--- config.mk ---
export PLATFORM = sky130hd
export DESIGN_NAME = ibc_cycle_ctrl
export DESIGN_NICKNAME = d
export VERILOG_FILES = /design/src/ibc_pkg.sv /design/src/ibc_cycle_ctrl.sv
export SDC_FILE = /design/constraint.sdc
export NUM_CORES = 1
export LEC_CHECK = 0
export ABC_AREA = 1
export BUFFER_PORTS_ARGS = -buffer_cell sky130_fd_sc_hd__buf_2
export CAP_MARGIN = 20
export CORE_ASPECT_RATIO = 0.5
export CORE_MARGIN = 1.5
export CORE_UTILIZATION = 57
export DETAILED_ROUTE_END_ITERATION = 12
export GPL_ROUTABILITY_DRIVEN = 0
export HOLD_SLACK_MARGIN = 0.15
export PLACE_DENSITY = 0.86
export SLEW_MARGIN = 20
export SYNTH_ARGS = -nofsm -noshare
export SYNTH_HDL_FRONTEND = slang
export SYNTH_SLANG_ARGS = --single-unit
export TNS_END_PERCENT = 30
--- constraint.sdc ---
create_clock -name clk -period 3.3 [get_ports clk]
set_input_delay 0.165 -clock clk [delete_from_list [all_inputs] [get_ports clk]]
set_output_delay 0.165 -clock clk [all_outputs]
set_load 0.005 [all_outputs]
--- src/ibc_pkg.sv ---
package ibc_pkg;
   // Address widths
   localparam int SA_W = 20;
   localparam int LA_LSB = 17;
   localparam int LA_MSB = 23;
   localparam int LA_W = 7;
   // 1 MByte boundary for the standard memory commands
   localparam logic [23:0] STD_MEM_LIMIT = 24'h100000;
   // Upper address pins reused for IDE selects and register index
   localparam int IDX_W = 3;
   localparam int LA_CS_A1 = 3;
   localparam int LA_CS_A3 = 4;
   localparam int LA_CS_B1 = 5;
   localparam int LA_CS_B3 = 6;
   // Cycle timing in clock cycles
   localparam logic [3:0] ALE_CYC = 4'h2;
   localparam logic [3:0] CMD_MIN_CYC = 4'h6;
   localparam logic [3:0] IDE_CMD_CYC = 4'h4;
   localparam logic [3:0] RECOV_CYC = 4'h2;
   // Request kinds
   typedef enum logic [2:0] {
      IBC_IO_RD, IBC_IO_WR, IBC_MEM_RD, IBC_MEM_WR, IBC_REFRESH,
      IBC_IDE_RD, IBC_IDE_WR
   } ibc_kind_t;
endpackage : ibc_pkg

--- src/ibc_cycle_ctrl.sv ---
`timescale 1ns/1ps
//==========================================================================
// Overview of operation
// (RL1) Upper address lines 23..17 are bidirectional, covering 16 MByte.
// (RL2) IDE cycles put the IDE data word on the low sixteen address pins.
// (RL3) IDE cycles turn four upper address pins into drive chip selects.
// (RL4) IDE cycles use the three lowest upper pins as register index.
// (RL5) Upper data lines carry the high byte between bridge and ISA.
// (RL6) With input config low, upper data pins are inputs via a buffer.
// (RL7) With output config low, upper data pins drive an external latch.
// (RL8) Byte-high enable asserts when the upper data lane transfers a byte.
// (RL9) Byte-high enable stays negated throughout refresh cycles.
// (RL10) I/O read and write commands; the slave drives or latches data.
// (RL11) Memory read and write commands; the slave drives or latches data.
// (RL12) Standard memory commands are outputs, active only below 1 MByte.
// (RL13) Address latch enable high marks address and byte-high valid.
// (RL14) I/O 16-bit select makes a 16-bit I/O cycle, else 8-bit.
// (RL15) Memory 16-bit select low makes a 16-bit memory cycle.
// (RL16) Channel check assertion is treated as an error event.
// (RL17) Ready low inserts wait states until it returns high.
// (RL18) Channel check or system error raises a non-maskable interrupt.
// (RL19) ISA and IDE cycles never drive shared pins at once.
// (RL20) Upper data byte not driven for ISA while used as inputs.
module ibc_cycle_ctrl (
   // Clock and reset
   input wire logic clk,
   input wire logic reset_n,
   // Request side
   input wire logic req_valid,
   input wire ibc_pkg::ibc_kind_t req_kind,
   input wire logic [23:0] req_addr,
   input wire logic [15:0] req_wdata,
   input wire logic req_hi_byte,
   input wire logic [2:0] req_ide_index,
   input wire logic [3:0] req_ide_cs,
   input wire logic gp_input_cfg_bit,
   input wire logic gp_output_cfg_bit,
   input wire logic [7:0] gp_outputs_high,
   input wire logic gp_out_load,
   input wire logic serr_n_in,
   output logic req_ready,
   output logic rsp_valid,
   output logic [15:0] rsp_rdata,
   output logic rsp_wide,
   output logic chk_error,
   output logic [7:0] gp_inputs_high,
   output logic nmi,
   // Address and IDE shared pins
   input wire logic [15:0] sa_lo_in,
   output logic [15:0] sa_lo_out,
   output logic sa_lo_oe,
   output logic [3:0] sa_mid_out,
   output logic sa_mid_oe,
   input wire logic [6:0] la_in,
   output logic [6:0] la_out,
   output logic la_oe,
   // Data pins
   input wire logic [15:0] sd_in,
   output logic [15:0] sd_out,
   output logic [1:0] sd_oe,
   // Commands
   output logic sbhe_n,
   output logic bale,
   output logic ior_n,
   output logic iow_n,
   output logic memr_n,
   output logic memw_n,
   output logic smemr_n,
   output logic smemw_n,
   output logic ext_input_buffer_read_enable_n,
   output logic ext_output_latch_write_strobe,
   // Slave returns
   input wire logic iocs16_n,
   input wire logic memcs16_n,
   input wire logic iochck_n,
   input wire logic iochrdy
);
   //=======================================================================
   // Synchronisers
   logic [5:0] s1_ff, s2_ff;
   logic [15:0] sd1_ff, sd2_ff, sa1_ff, sa2_ff;
   logic [6:0] la1_ff, la2_ff;
   always_ff @(posedge clk or negedge reset_n) begin
      if (!reset_n) begin
         s1_ff <= 6'h3F;
         s2_ff <= 6'h3F;
         sd1_ff <= 16'h0000;
         sd2_ff <= 16'h0000;
         sa1_ff <= 16'h0000;
         sa2_ff <= 16'h0000;
         la1_ff <= 7'h00;
         la2_ff <= 7'h00;
      end else begin
         s1_ff <= {serr_n_in, iocs16_n, memcs16_n, iochck_n, iochrdy, 1'b1};
         s2_ff <= s1_ff;
         sd1_ff <= sd_in;
         sd2_ff <= sd1_ff;
         sa1_ff <= sa_lo_in;
         sa2_ff <= sa1_ff;
         la1_ff <= la_in;
         la2_ff <= la1_ff;
      end
   end
   logic serr_s, cs16_io_s, cs16_mem_s, chk_s, rdy_s;
   assign serr_s = ~s2_ff[5];
   assign cs16_io_s = ~s2_ff[4];
   assign cs16_mem_s = ~s2_ff[3];
   assign chk_s = ~s2_ff[2];
   assign rdy_s = s2_ff[1];

   function automatic logic is_ide(ibc_pkg::ibc_kind_t k);
      is_ide = (k == ibc_pkg::IBC_IDE_RD) || (k == ibc_pkg::IBC_IDE_WR);
   endfunction : is_ide
   function automatic logic is_write(ibc_pkg::ibc_kind_t k);
      is_write = (k == ibc_pkg::IBC_IO_WR) || (k == ibc_pkg::IBC_MEM_WR) ||
                 (k == ibc_pkg::IBC_IDE_WR);
   endfunction : is_write

   //=======================================================================
   // Cycle sequencer
   typedef enum {ST_IDLE, ST_ALE, ST_CMD, ST_REC} ibc_state_t;
   ibc_state_t st_ff, nxt_st;
   ibc_pkg::ibc_kind_t kind_ff, nxt_kind;
   logic [3:0] cnt_ff, nxt_cnt;
   logic [23:0] addr_ff, nxt_addr;
   logic [15:0] wd_ff, nxt_wd, rd_ff, nxt_rd;
   logic hi_ff, nxt_hi, wide_ff, nxt_wide, ide_ff, nxt_ide;
   logic [2:0] idx_ff, nxt_idx;
   logic [3:0] cs_ff, nxt_cs;
   logic rsp_ff, nxt_rsp;

   always_comb begin
      nxt_st = st_ff;
      nxt_kind = kind_ff;
      nxt_cnt = cnt_ff;
      nxt_addr = addr_ff;
      nxt_wd = wd_ff;
      nxt_rd = rd_ff;
      nxt_hi = hi_ff;
      nxt_wide = wide_ff;
      nxt_ide = ide_ff;
      nxt_idx = idx_ff;
      nxt_cs = cs_ff;
      nxt_rsp = 1'b0;
      case (st_ff)
         ST_IDLE: begin
            // (RL19) One owner of shared pins
            if (req_valid) begin
               nxt_kind = req_kind;
               nxt_addr = req_addr;
               nxt_wd = req_wdata;
               // (RL9) Refresh never high byte
               nxt_hi = req_hi_byte && (req_kind != ibc_pkg::IBC_REFRESH);
               nxt_ide = is_ide(req_kind);
               nxt_idx = req_ide_index;
               nxt_cs = req_ide_cs;
               nxt_wide = is_ide(req_kind);
               nxt_cnt = is_ide(req_kind) ? ibc_pkg::IDE_CMD_CYC
                                          : ibc_pkg::ALE_CYC;
               nxt_st = is_ide(req_kind) ? ST_CMD : ST_ALE;
            end
         end
         ST_ALE: begin
            nxt_cnt = cnt_ff - 4'h1;
            if (cnt_ff == 4'h1) begin
               nxt_cnt = ibc_pkg::CMD_MIN_CYC;
               nxt_st = ST_CMD;
            end
         end
         ST_CMD: begin
            if (cnt_ff != 4'h0)
               nxt_cnt = cnt_ff - 4'h1;
            // (RL17) Wait while not ready
            else if (rdy_s || ide_ff) begin
               // (RL14) I/O width, late: selects decode the address
               if (kind_ff == ibc_pkg::IBC_IO_RD ||
                   kind_ff == ibc_pkg::IBC_IO_WR)
                  nxt_wide = cs16_io_s;
               // (RL15) Memory width from select
               else if (!ide_ff)
                  nxt_wide = cs16_mem_s;
               nxt_rd = ide_ff ? sa2_ff : sd2_ff;
               nxt_rsp = 1'b1;
               nxt_cnt = ibc_pkg::RECOV_CYC;
               nxt_st = ST_REC;
            end
         end
         ST_REC: begin
            nxt_cnt = cnt_ff - 4'h1;
            if (cnt_ff == 4'h1)
               nxt_st = ST_IDLE;
         end
         default: nxt_st = ST_IDLE;
      endcase
   end

   always_ff @(posedge clk or negedge reset_n) begin
      if (!reset_n) begin
         st_ff <= ST_IDLE;
         kind_ff <= ibc_pkg::IBC_IO_RD;
         cnt_ff <= 4'h0;
         addr_ff <= 24'h000000;
         wd_ff <= 16'h0000;
         rd_ff <= 16'h0000;
         hi_ff <= 1'b0;
         wide_ff <= 1'b0;
         ide_ff <= 1'b0;
         idx_ff <= 3'h0;
         cs_ff <= 4'hF;
         rsp_ff <= 1'b0;
      end else begin
         st_ff <= nxt_st;
         kind_ff <= nxt_kind;
         cnt_ff <= nxt_cnt;
         addr_ff <= nxt_addr;
         wd_ff <= nxt_wd;
         rd_ff <= nxt_rd;
         hi_ff <= nxt_hi;
         wide_ff <= nxt_wide;
         ide_ff <= nxt_ide;
         idx_ff <= nxt_idx;
         cs_ff <= nxt_cs;
         rsp_ff <= nxt_rsp;
      end
   end

   //=======================================================================
   // Pin drivers, all registered
   logic busy, cmd, isa_act, wr, mem, std;
   logic [15:0] nxt_sa;
   logic [6:0] nxt_la;
   logic [1:0] nxt_sdoe;
   assign busy = (st_ff != ST_IDLE);
   assign cmd = (st_ff == ST_CMD);
   assign isa_act = (st_ff == ST_ALE || st_ff == ST_CMD) && !ide_ff;
   assign wr = is_write(kind_ff);
   assign mem = kind_ff == ibc_pkg::IBC_MEM_RD ||
                kind_ff == ibc_pkg::IBC_MEM_WR;
   // (RL12) Standard commands below 1 MByte
   assign std = addr_ff < ibc_pkg::STD_MEM_LIMIT;

   always_comb begin
      // (RL2) IDE data on low address
      nxt_sa = ide_ff ? wd_ff : addr_ff[15:0];
      // (RL3) Chip selects on upper pins
      // (RL4) Register index on lowest pins
      nxt_la = addr_ff[ibc_pkg::LA_MSB:ibc_pkg::LA_LSB];
      if (ide_ff) begin
         nxt_la[ibc_pkg::IDX_W-1:0] = idx_ff;
         nxt_la[ibc_pkg::LA_CS_A1] = ~cs_ff[0];
         nxt_la[ibc_pkg::LA_CS_A3] = ~cs_ff[1];
         nxt_la[ibc_pkg::LA_CS_B1] = ~cs_ff[2];
         nxt_la[ibc_pkg::LA_CS_B3] = ~cs_ff[3];
      end
      // (RL5) High lane on writes
      // (RL20) No ISA drive in input mode
      nxt_sdoe = 2'b00;
      if (isa_act && wr) begin
         nxt_sdoe[0] = 1'b1;
         nxt_sdoe[1] = hi_ff && gp_input_cfg_bit;
      end
      // (RL7) Output mode drives latch data
      if (!busy && !gp_output_cfg_bit && gp_out_load)
         nxt_sdoe[1] = 1'b1;
   end

   logic gpo_ph_ff, gpi_ph_ff;
   always_ff @(posedge clk or negedge reset_n) begin
      if (!reset_n) begin
         sa_lo_out <= 16'h0000;
         sa_lo_oe <= 1'b0;
         sa_mid_out <= 4'h0;
         sa_mid_oe <= 1'b0;
         la_out <= 7'h00;
         la_oe <= 1'b0;
         sd_out <= 16'h0000;
         sd_oe <= 2'b00;
         sbhe_n <= 1'b1;
         bale <= 1'b0;
         ior_n <= 1'b1;
         iow_n <= 1'b1;
         memr_n <= 1'b1;
         memw_n <= 1'b1;
         smemr_n <= 1'b1;
         smemw_n <= 1'b1;
         gpo_ph_ff <= 1'b0;
         gpi_ph_ff <= 1'b0;
         ext_output_latch_write_strobe <= 1'b0;
         ext_input_buffer_read_enable_n <= 1'b1;
         gp_inputs_high <= 8'h00;
         req_ready <= 1'b0;
         rsp_valid <= 1'b0;
         rsp_rdata <= 16'h0000;
         rsp_wide <= 1'b0;
         chk_error <= 1'b0;
         nmi <= 1'b0;
      end else begin
         // (RL19) Shared pins driven by one cycle
         sa_lo_out <= nxt_sa;
         sa_lo_oe <= (isa_act && kind_ff != ibc_pkg::IBC_REFRESH) ||
                     (ide_ff && cmd && wr);
         sa_mid_out <= addr_ff[19:16];
         sa_mid_oe <= isa_act;
         // (RL1) Upper address tristated when idle
         la_out <= nxt_la;
         la_oe <= busy && (ide_ff || st_ff != ST_REC);
         sd_out <= (!busy && !gp_output_cfg_bit) ? {gp_outputs_high, 8'h00}
                                                 : wd_ff;
         sd_oe <= nxt_sdoe;
         // (RL8) High byte enable
         // (RL9) Negated on refresh
         sbhe_n <= !(isa_act && hi_ff);
         // (RL13) Latch enable marks valid address
         bale <= (st_ff == ST_ALE) && !ide_ff;
         // (RL10) I/O commands
         ior_n <= !(cmd && !ide_ff && kind_ff == ibc_pkg::IBC_IO_RD);
         iow_n <= !(cmd && !ide_ff && kind_ff == ibc_pkg::IBC_IO_WR);
         // (RL11) Memory commands
         memr_n <= !(cmd && !ide_ff && (kind_ff == ibc_pkg::IBC_MEM_RD ||
                     kind_ff == ibc_pkg::IBC_REFRESH));
         memw_n <= !(cmd && !ide_ff && kind_ff == ibc_pkg::IBC_MEM_WR);
         // (RL12) Standard strobes
         smemr_n <= !(cmd && std && (kind_ff == ibc_pkg::IBC_MEM_RD ||
                      kind_ff == ibc_pkg::IBC_REFRESH));
         smemw_n <= !(cmd && std && mem && wr);
         // (RL7) Latch strobe one cycle after data
         gpo_ph_ff <= !busy && !gp_output_cfg_bit && gp_out_load;
         ext_output_latch_write_strobe <= gpo_ph_ff;
         // (RL6) Buffer enable while idle in input mode
         gpi_ph_ff <= !busy && !gp_input_cfg_bit && !gp_out_load;
         ext_input_buffer_read_enable_n <= !gpi_ph_ff;
         if (gpi_ph_ff)
            gp_inputs_high <= sd2_ff[15:8];
         req_ready <= !busy && !req_valid;
         rsp_valid <= rsp_ff;
         rsp_rdata <= rd_ff;
         rsp_wide <= wide_ff;
         // (RL16) Channel check error
         chk_error <= chk_s;
         // (RL18) Non-maskable request
         nmi <= chk_s || serr_s;
      end
   end
endmodule : ibc_cycle_ctrl

==> flow_summary.yaml, run 1 <==
placed_design:
  placedCellCount: 1149
  port-buffer-count: 188
  dp_hpwl_um: 11500
yosys:
  async_flop_share_pct: 100
  muxShareOfSynthArea_pct: 0
  synth_cell_types: 28
  synth_top_area_cell: "dfrtp_1"
  ys.flop_type: "dfrtp_1"
  postSynthCellCount: 782
  synth_edf_count: 0
  syn-cell-area_um2: 8360
  ys_warn_count: 0
  yosysSeqAreaShare_pct: 71.9
  synth_top_area_share_pct: 65.0
  syn_nets: 899
  synthSimpleGateAreaFrac_pct: 19.0
  synth-seq-cells: 239
  yosys.area_share.xor_xnor_pct: 0.105
  synth_top_family_by_area: "simple AND/OR/NAND/NOR gates"
  synth_compound_area_share_pct: 3.67
  syn_area_per_cell_um2: 10.7
  synthAdderAreaFrac_pct: 1.20
  synth_area_leaders: "dfrtp_1 (65%), nand2_1 (15%), dfstp_2 (6.9%)"
sta:
  max-slew-margin-rel_pct: 39.5
  skew_ns: 0.0163
  hold_viol_final: 0
  tns_ns: 0
  fin_crit_ns: 2.37
  worst_pin_slew_ns: 0.907
  finalCritPeriodShare_pct: 71.9
  rsz0062_at_grt: "no"
  max_freq_ghz: 0.421
  setup_viol: 0
  drv_slew: 0
  hold_slack_ns: 0.295
setup_path:
  r2r_start: "st_ff[0]$_DFFE_PN0P_"
  critPathArrivalTime_ns: 2.78
  critPathKind: "reg2reg"
  ff2ff_setup_slack_ns: 0.93
  cp.required_ns: 3.70
  start_kind: "register"
  crit_fanout: 47
  end_kind: "register"
  reg2reg_depth: 11
  reg2reg_to: "cnt_ff[2]$_DFFE_PN0P_"
global_route:
  grt_pass1_wl_um: 38300
  grt_antenna_before_repair: 1
  grt_usage_pct: 33.0
  grt_overflow: 0
  grt_start_max_net_pins: 121
  grt_pass1_vias: 7168
finish:
  layout-drive-gt1-share_pct: 25.4
  n_fill_cell: 787
  areaGrowthSynthToFinish_pct: 35.1
  nets: 1202
  fin_cells: 1299
floorplan:
  dieArea_um2: 15400
  die_w_um: 174
  initial_core_util_pct: 58.1
  die_y_um: 88.6
  num_io_pins: 196
  rows: 31
  core_region_area_um2: 14400
power_and_ir_drop:
  p_leak_nw: 5.92
  vdd_drop_max_v: 0.000422
  power_density_nw_per_um2: 884
routing:
  drc: 0
  drt-pass1-iter-count: 6
  ant_nets: 0
  wirelength_um: 24400
  first_iter_violations: 909
  avgRoutedWirePerCell_um: 18.8
  routed_via_density: 5.37
  vias: 6982
clock_network:
  ctsLongestPathBuffers: 3
  cts.clk_slew.worst_paths_ns: 0.08
  cts.sinks: 239
  worstSkewPairLatency_ns: 0.51
  cts_tree: "built"
  post-cts-setup-buffers: 0
  clock-root-buffer: "clkbuf_16"
  cts_resized: 0
  cts_made_buffers: 21
  cts_max_level: 1
hold_path:
  min_to: "sa1_ff[0]$_DFF_PN0_"
  hp-class: "in2reg"
  whs_path_depth: 2
  holdCritStartpoint: "sa_lo_in[0]"
job:
  max_cap_violations: 0
run_status:
  status: "complete, no violations"
-- cells in the mapped netlist, types with 2 or more instances --
cell      instances
nand2_1         343
dfrtp_1         217
inv_1            49
nor2_1           35
o21ai_0          31
dfstp_2          22
buf_2            13
o21ai_2          13
nand3_1          12
clkbuf_1          8
ha_1              8
buf_4             3
buf_6             3
inv_2             3
nand2_2           3
nor3_1            3
nand4_1           2
nor2_2            2
o21bai_1          2
o22ai_1           2
-- flip-flops by register name, indices dropped and copies added (netlist names), 4 cells and up --
signal	flops
addr_ff	24
cnt_ff	4
cs_ff	4
gp_inputs_high	8
la_out	7
rd_ff	16
rsp_rdata	16
s1_ff	5
s2_ff	5
sa1_ff	16
sa2_ff	16
sa_lo_out	16
sa_mid_out	4
sd1_ff	16
sd2_ff	16
sd_out	16
wd_ff	16
-- critical path: stages, from the launching register on --
cell and delay, ns:
dfrtp_1 0.42, inv_1 0.10, ha_1 0.33, nand2_1 0.15, buf_4 0.45, nand2_1 0.18
inv_1 0.12, nand2_1 0.08, nand2_1 0.21, nor2_1 0.10, nand2_1 0.08, nand2_1 0.05
-- cell type report --
cell class | count | area (µm²) | share of cell area, %
inverters | 53 | 199 | 1.76
clock buffers | 29 | 626 | 5.54
clock inverters | 9 | 58.8 | 0.521
flip-flops and latches | 239 | 6010 | 53.2
multi-input cells | 463 | 2000 | 17.7
well taps | 198 | 248 | 2.19
diodes | 1 | 2.50 | 0.0222
repair buffers | 307 | 2150 | 19.0
-- per-stage QoR --
step / util [%] / worst slack, ns / power, mW / area [µm²]
CTS: 78.4 / 1.10 / 9.58 / 11300
global placement: 66.0 / 1.25 / 6.85 / 9490
finish: 78.4 / 0.926 / 9.98 / 11300
global route: 78.4 / 0.788 / 10.5 / 11300
detailed placement: 66.0 / 1.18 / 7.01 / 9490
floorplan: - / 1.83 / 5.95 / 8360
-- metal layers --
layer  global-route usage (%)  wire, µm  vias up
li1                         -         -     2988
met5                        0         0        -
met1                     38.3      8750     3346
met3                     7.22      1780      175
met4                     23.9      1930        0
met2                     56.5     12000      473
-- worst max path at each step --
stage	startpoint	to	slack, ns
after floorplan	st_ff[0]$_DFFE_PN0P_	wide_ff$_DFFE_PN0P_	1.83
after global placement	st_ff[0]$_DFFE_PN0P_	cnt_ff[1]$_DFFE_PN0P_	1.25
after detailed placement	st_ff[0]$_DFFE_PN0P_	cnt_ff[1]$_DFFE_PN0P_	1.18
after CTS	st_ff[0]$_DFFE_PN0P_	sd_out[10]$_DFF_PN0_	1.10
after global routing	st_ff[1]$_DFFE_PN0P_	cnt_ff[2]$_DFFE_PN0P_	0.79
final	st_ff[0]$_DFFE_PN0P_	cnt_ff[2]$_DFFE_PN0P_	0.93
-- power breakdown --
group,total [mW],switching [mW],internal (mW)
clock network,2.48,1.14,1.34
logic,3.08,1.98,1.10
registers,4.42,0.532,3.89
-- layout by cell type (no fill, tap or decap), drive strengths merged --
cell         count
a21oi            1
xnor2            1
o21bai           2
ha               8
nor3b            1
buf            196
o22ai            2
inv             55
diode            1
dlygate4sd3    111
dfstp           22
o21ai           45
nand4            2
clkinv           7
nand2          347
nor2            38
nor3             4
clkbuf          29
nand3           12
dfrtp          217
-- cells by family (layout without fill, tap and decap cells) --
logic type	Yosys count	count (layout)
flops	239	239
fa+ha+maj	8	8
buf+inv	80	398
xor+xnor	1	1
simple gates	404	404
compound gates	50	50
other cells	0	1
-- repair_timing --
action	CTS	global route
setup endpoints to repair	0	0
hold buffers	111	0
endpoints found under the hold margin	223	0
(Power assumes the default switching activity.)
==> run 2: changes to the inputs <==
CORE_UTILIZATION = 53   (was 57)
PLACE_DENSITY = 0.81   (was 0.86)
clock period = 2.5 ns   (was 3.3 ns; I/O delays follow)
==> run 2 against run 1 <==
Utilization is 5.0 points lower. Cell count is 0.31% higher. Critical path depth is 3 lower. Clock-buffer cell count is 1 higher. Clock skew is 0.0030 ns lower. Global-route usage is 7.6 points lower. Largest power group unchanged.
==> flow_summary.yaml, run 2 (synthesized netlist as in run 1, its figures left out) <==
run_status:
  status: "complete, no violations"
clock_network:
  worstSkewPairLatency_ns: 0.49
  cts_max_level: 1
  cts.sinks: 239
  cts_made_buffers: 21
  clock-root-buffer: "clkbuf_16"
  cts_tree: "built"
  cts.clk_slew.worst_paths_ns: 0.06
  ctsLongestPathBuffers: 3
floorplan:
  core_region_area_um2: 15400
  dieArea_um2: 16600
  initial_core_util_pct: 54.2
  die_y_um: 91.8
  rows: 32
  num_io_pins: 196
  die_w_um: 181
placed_design:
  dp_hpwl_um: 11900
  port-buffer-count: 188
  pre_cts_ws_ns: 0.523
routing:
  wl_met1_um: 7670
  avgRoutedWirePerCell_um: 15.4
  routed_via_density: 4.90
  top_layer: "met4"
  wl_met2_um: 10600
  drc: 0
  wl_met3_um: 1120
  vias: 6380
  ant_nets: 0
  wirelength_um: 20100
  first_iter_violations: 378
  drt-pass1-iter-count: 6
setup_path:
  crit_fanout: 58
  critical_path_buf_inv_count: 4
  start_kind: "register"
  cp.required_ns: 2.93
  r2r_start: "st_ff[0]$_DFFE_PN0P_"
  cp-startpoint: "st_ff[0]$_DFFE_PN0P_"
  reg2reg_depth: 8
  slowest_delay_ns: 0.57
  reg2reg_to: "hi_ff$_DFFE_PN0P_"
  ff2ff_setup_slack_ns: 0.20
  critPathArrivalTime_ns: 2.73
  cp_slowest_cell: "dlygate4sd3_1"
  end_kind: "register"
  critPathKind: "reg2reg"
  crit_chain: "inv_1 > ha_2 > nand2_1 > inv_1 > buf_12 > nand3_1 > dlygate4sd3_1 > nand2_1"
  path_delay_family: "buffers and inverters"
sta:
  max_freq_ghz: 0.435
  fin_crit_ns: 2.30
  drv_slew: 0
  setup_viol: 0
  tns_ns: 0
  fin_ws_ns: 0.200
  rsz0062_at_grt: "no"
  hold_slack_ns: 0.244
  skew_ns: 0.0133
  hold_viol_final: 0
  worst_pin_slew_ns: 0.615
  finalCritPeriodShare_pct: 92.0
  max-slew-margin-rel_pct: 59.0
power_and_ir_drop:
  power_density_nw_per_um2: 1130
  vdd_drop_max_v: 0.000647
  p_leak_nw: 5.93
  p_total_mw: 12.8
finish:
  top_register: "addr_ff"
  final_cell_mix: "nand2_1 (343), dfrtp_1 (217), buf_2 (187), dlygate4sd3_1 (109), inv_1 (49)"
  utilization_pct: 73.5
  layout-drive-gt1-share_pct: 25.2
  nets: 1202
  mostFrequentLayoutCell: "nand2_1"
  largest_reg_flops: 24
  areaGrowthSynthToFinish_pct: 35.5
global_route:
  grt_overflow: 0
  grt_start_max_net_pins: 82
  grt_pass1_wl_um: 33100
  grt_antenna_before_repair: 1
  grt_usage_pct: 25.5
  grt_pass1_vias: 6881
hold_path:
  hp-class: "in2async"
job:
  max_cap_violations: 0
[run 2: cell types whose count changed in the layout (fill, tap and decap cells not counted), moves of 2 or more]
cell,delta
dlygate4sd3_1,-2
bufinv_16,+2
clkbuf_1,+3
clkinv_2,-3
buf_12,+2
clkbuf_8,-2
[run 2: repair_timing]
action | CTS | global route
endpoints found under the setup margin | 0 | 1
hold endpoints to repair | 328 | 0
hold buffers | 109 | 0
buffers inserted | 0 | 0
gates resized for setup | 0 | 1
[run 2: metrics by stage]
step	cell area, µm²	instances
CTS	11300	1302
global route	11300	1303
global placement	9540	1157
detailed placement	9540	1157
finish	11300	1303
floorplan	8360	782
[run 2: routing by layer]
metal,vias to the layer above,GRT usage [%]
met3,63,5.28
met4,0,9.80
met2,247,46.4
li1,2982,-
met5,-,0
met1,3088,30.0
[run 2: how the worst max path moves through the flow]
stage	slack, ns	end	cells after the start
6_report	0.20	hi_ff$_DFFE_PN0P_	8
5_1_grt	0.05	hi_ff$_DFFE_PN0P_	8
4_1_cts	0.11	hi_ff$_DFFE_PN0P_	8
3_5_place_dp	0.52	sd_oe[1]$_DFF_PN0_	6
3_3_place_gp	0.61	sd_out[9]$_DFF_PN0_	7
2_1_floorplan	1.03	wide_ff$_DFFE_PN0P_	9
[run 2: cell type report]
type,instances,area (µm²)
well taps,204,255
diodes,1,2.50
inverters,53,199
clock buffers,30,609
flip-flops and latches,239,6010
clock inverters,6,83.8
multi-input cells,463,2000
fillers,995,4090
repair buffers,307,2170
[run 2: power by group]
part	total, mW	leakage [nW]	switching [mW]	internal (mW)
sequential	5.75	2.90	0.617	5.13
clock	3.25	0.344	1.35	1.90
combinational	3.81	2.68	2.33	1.48
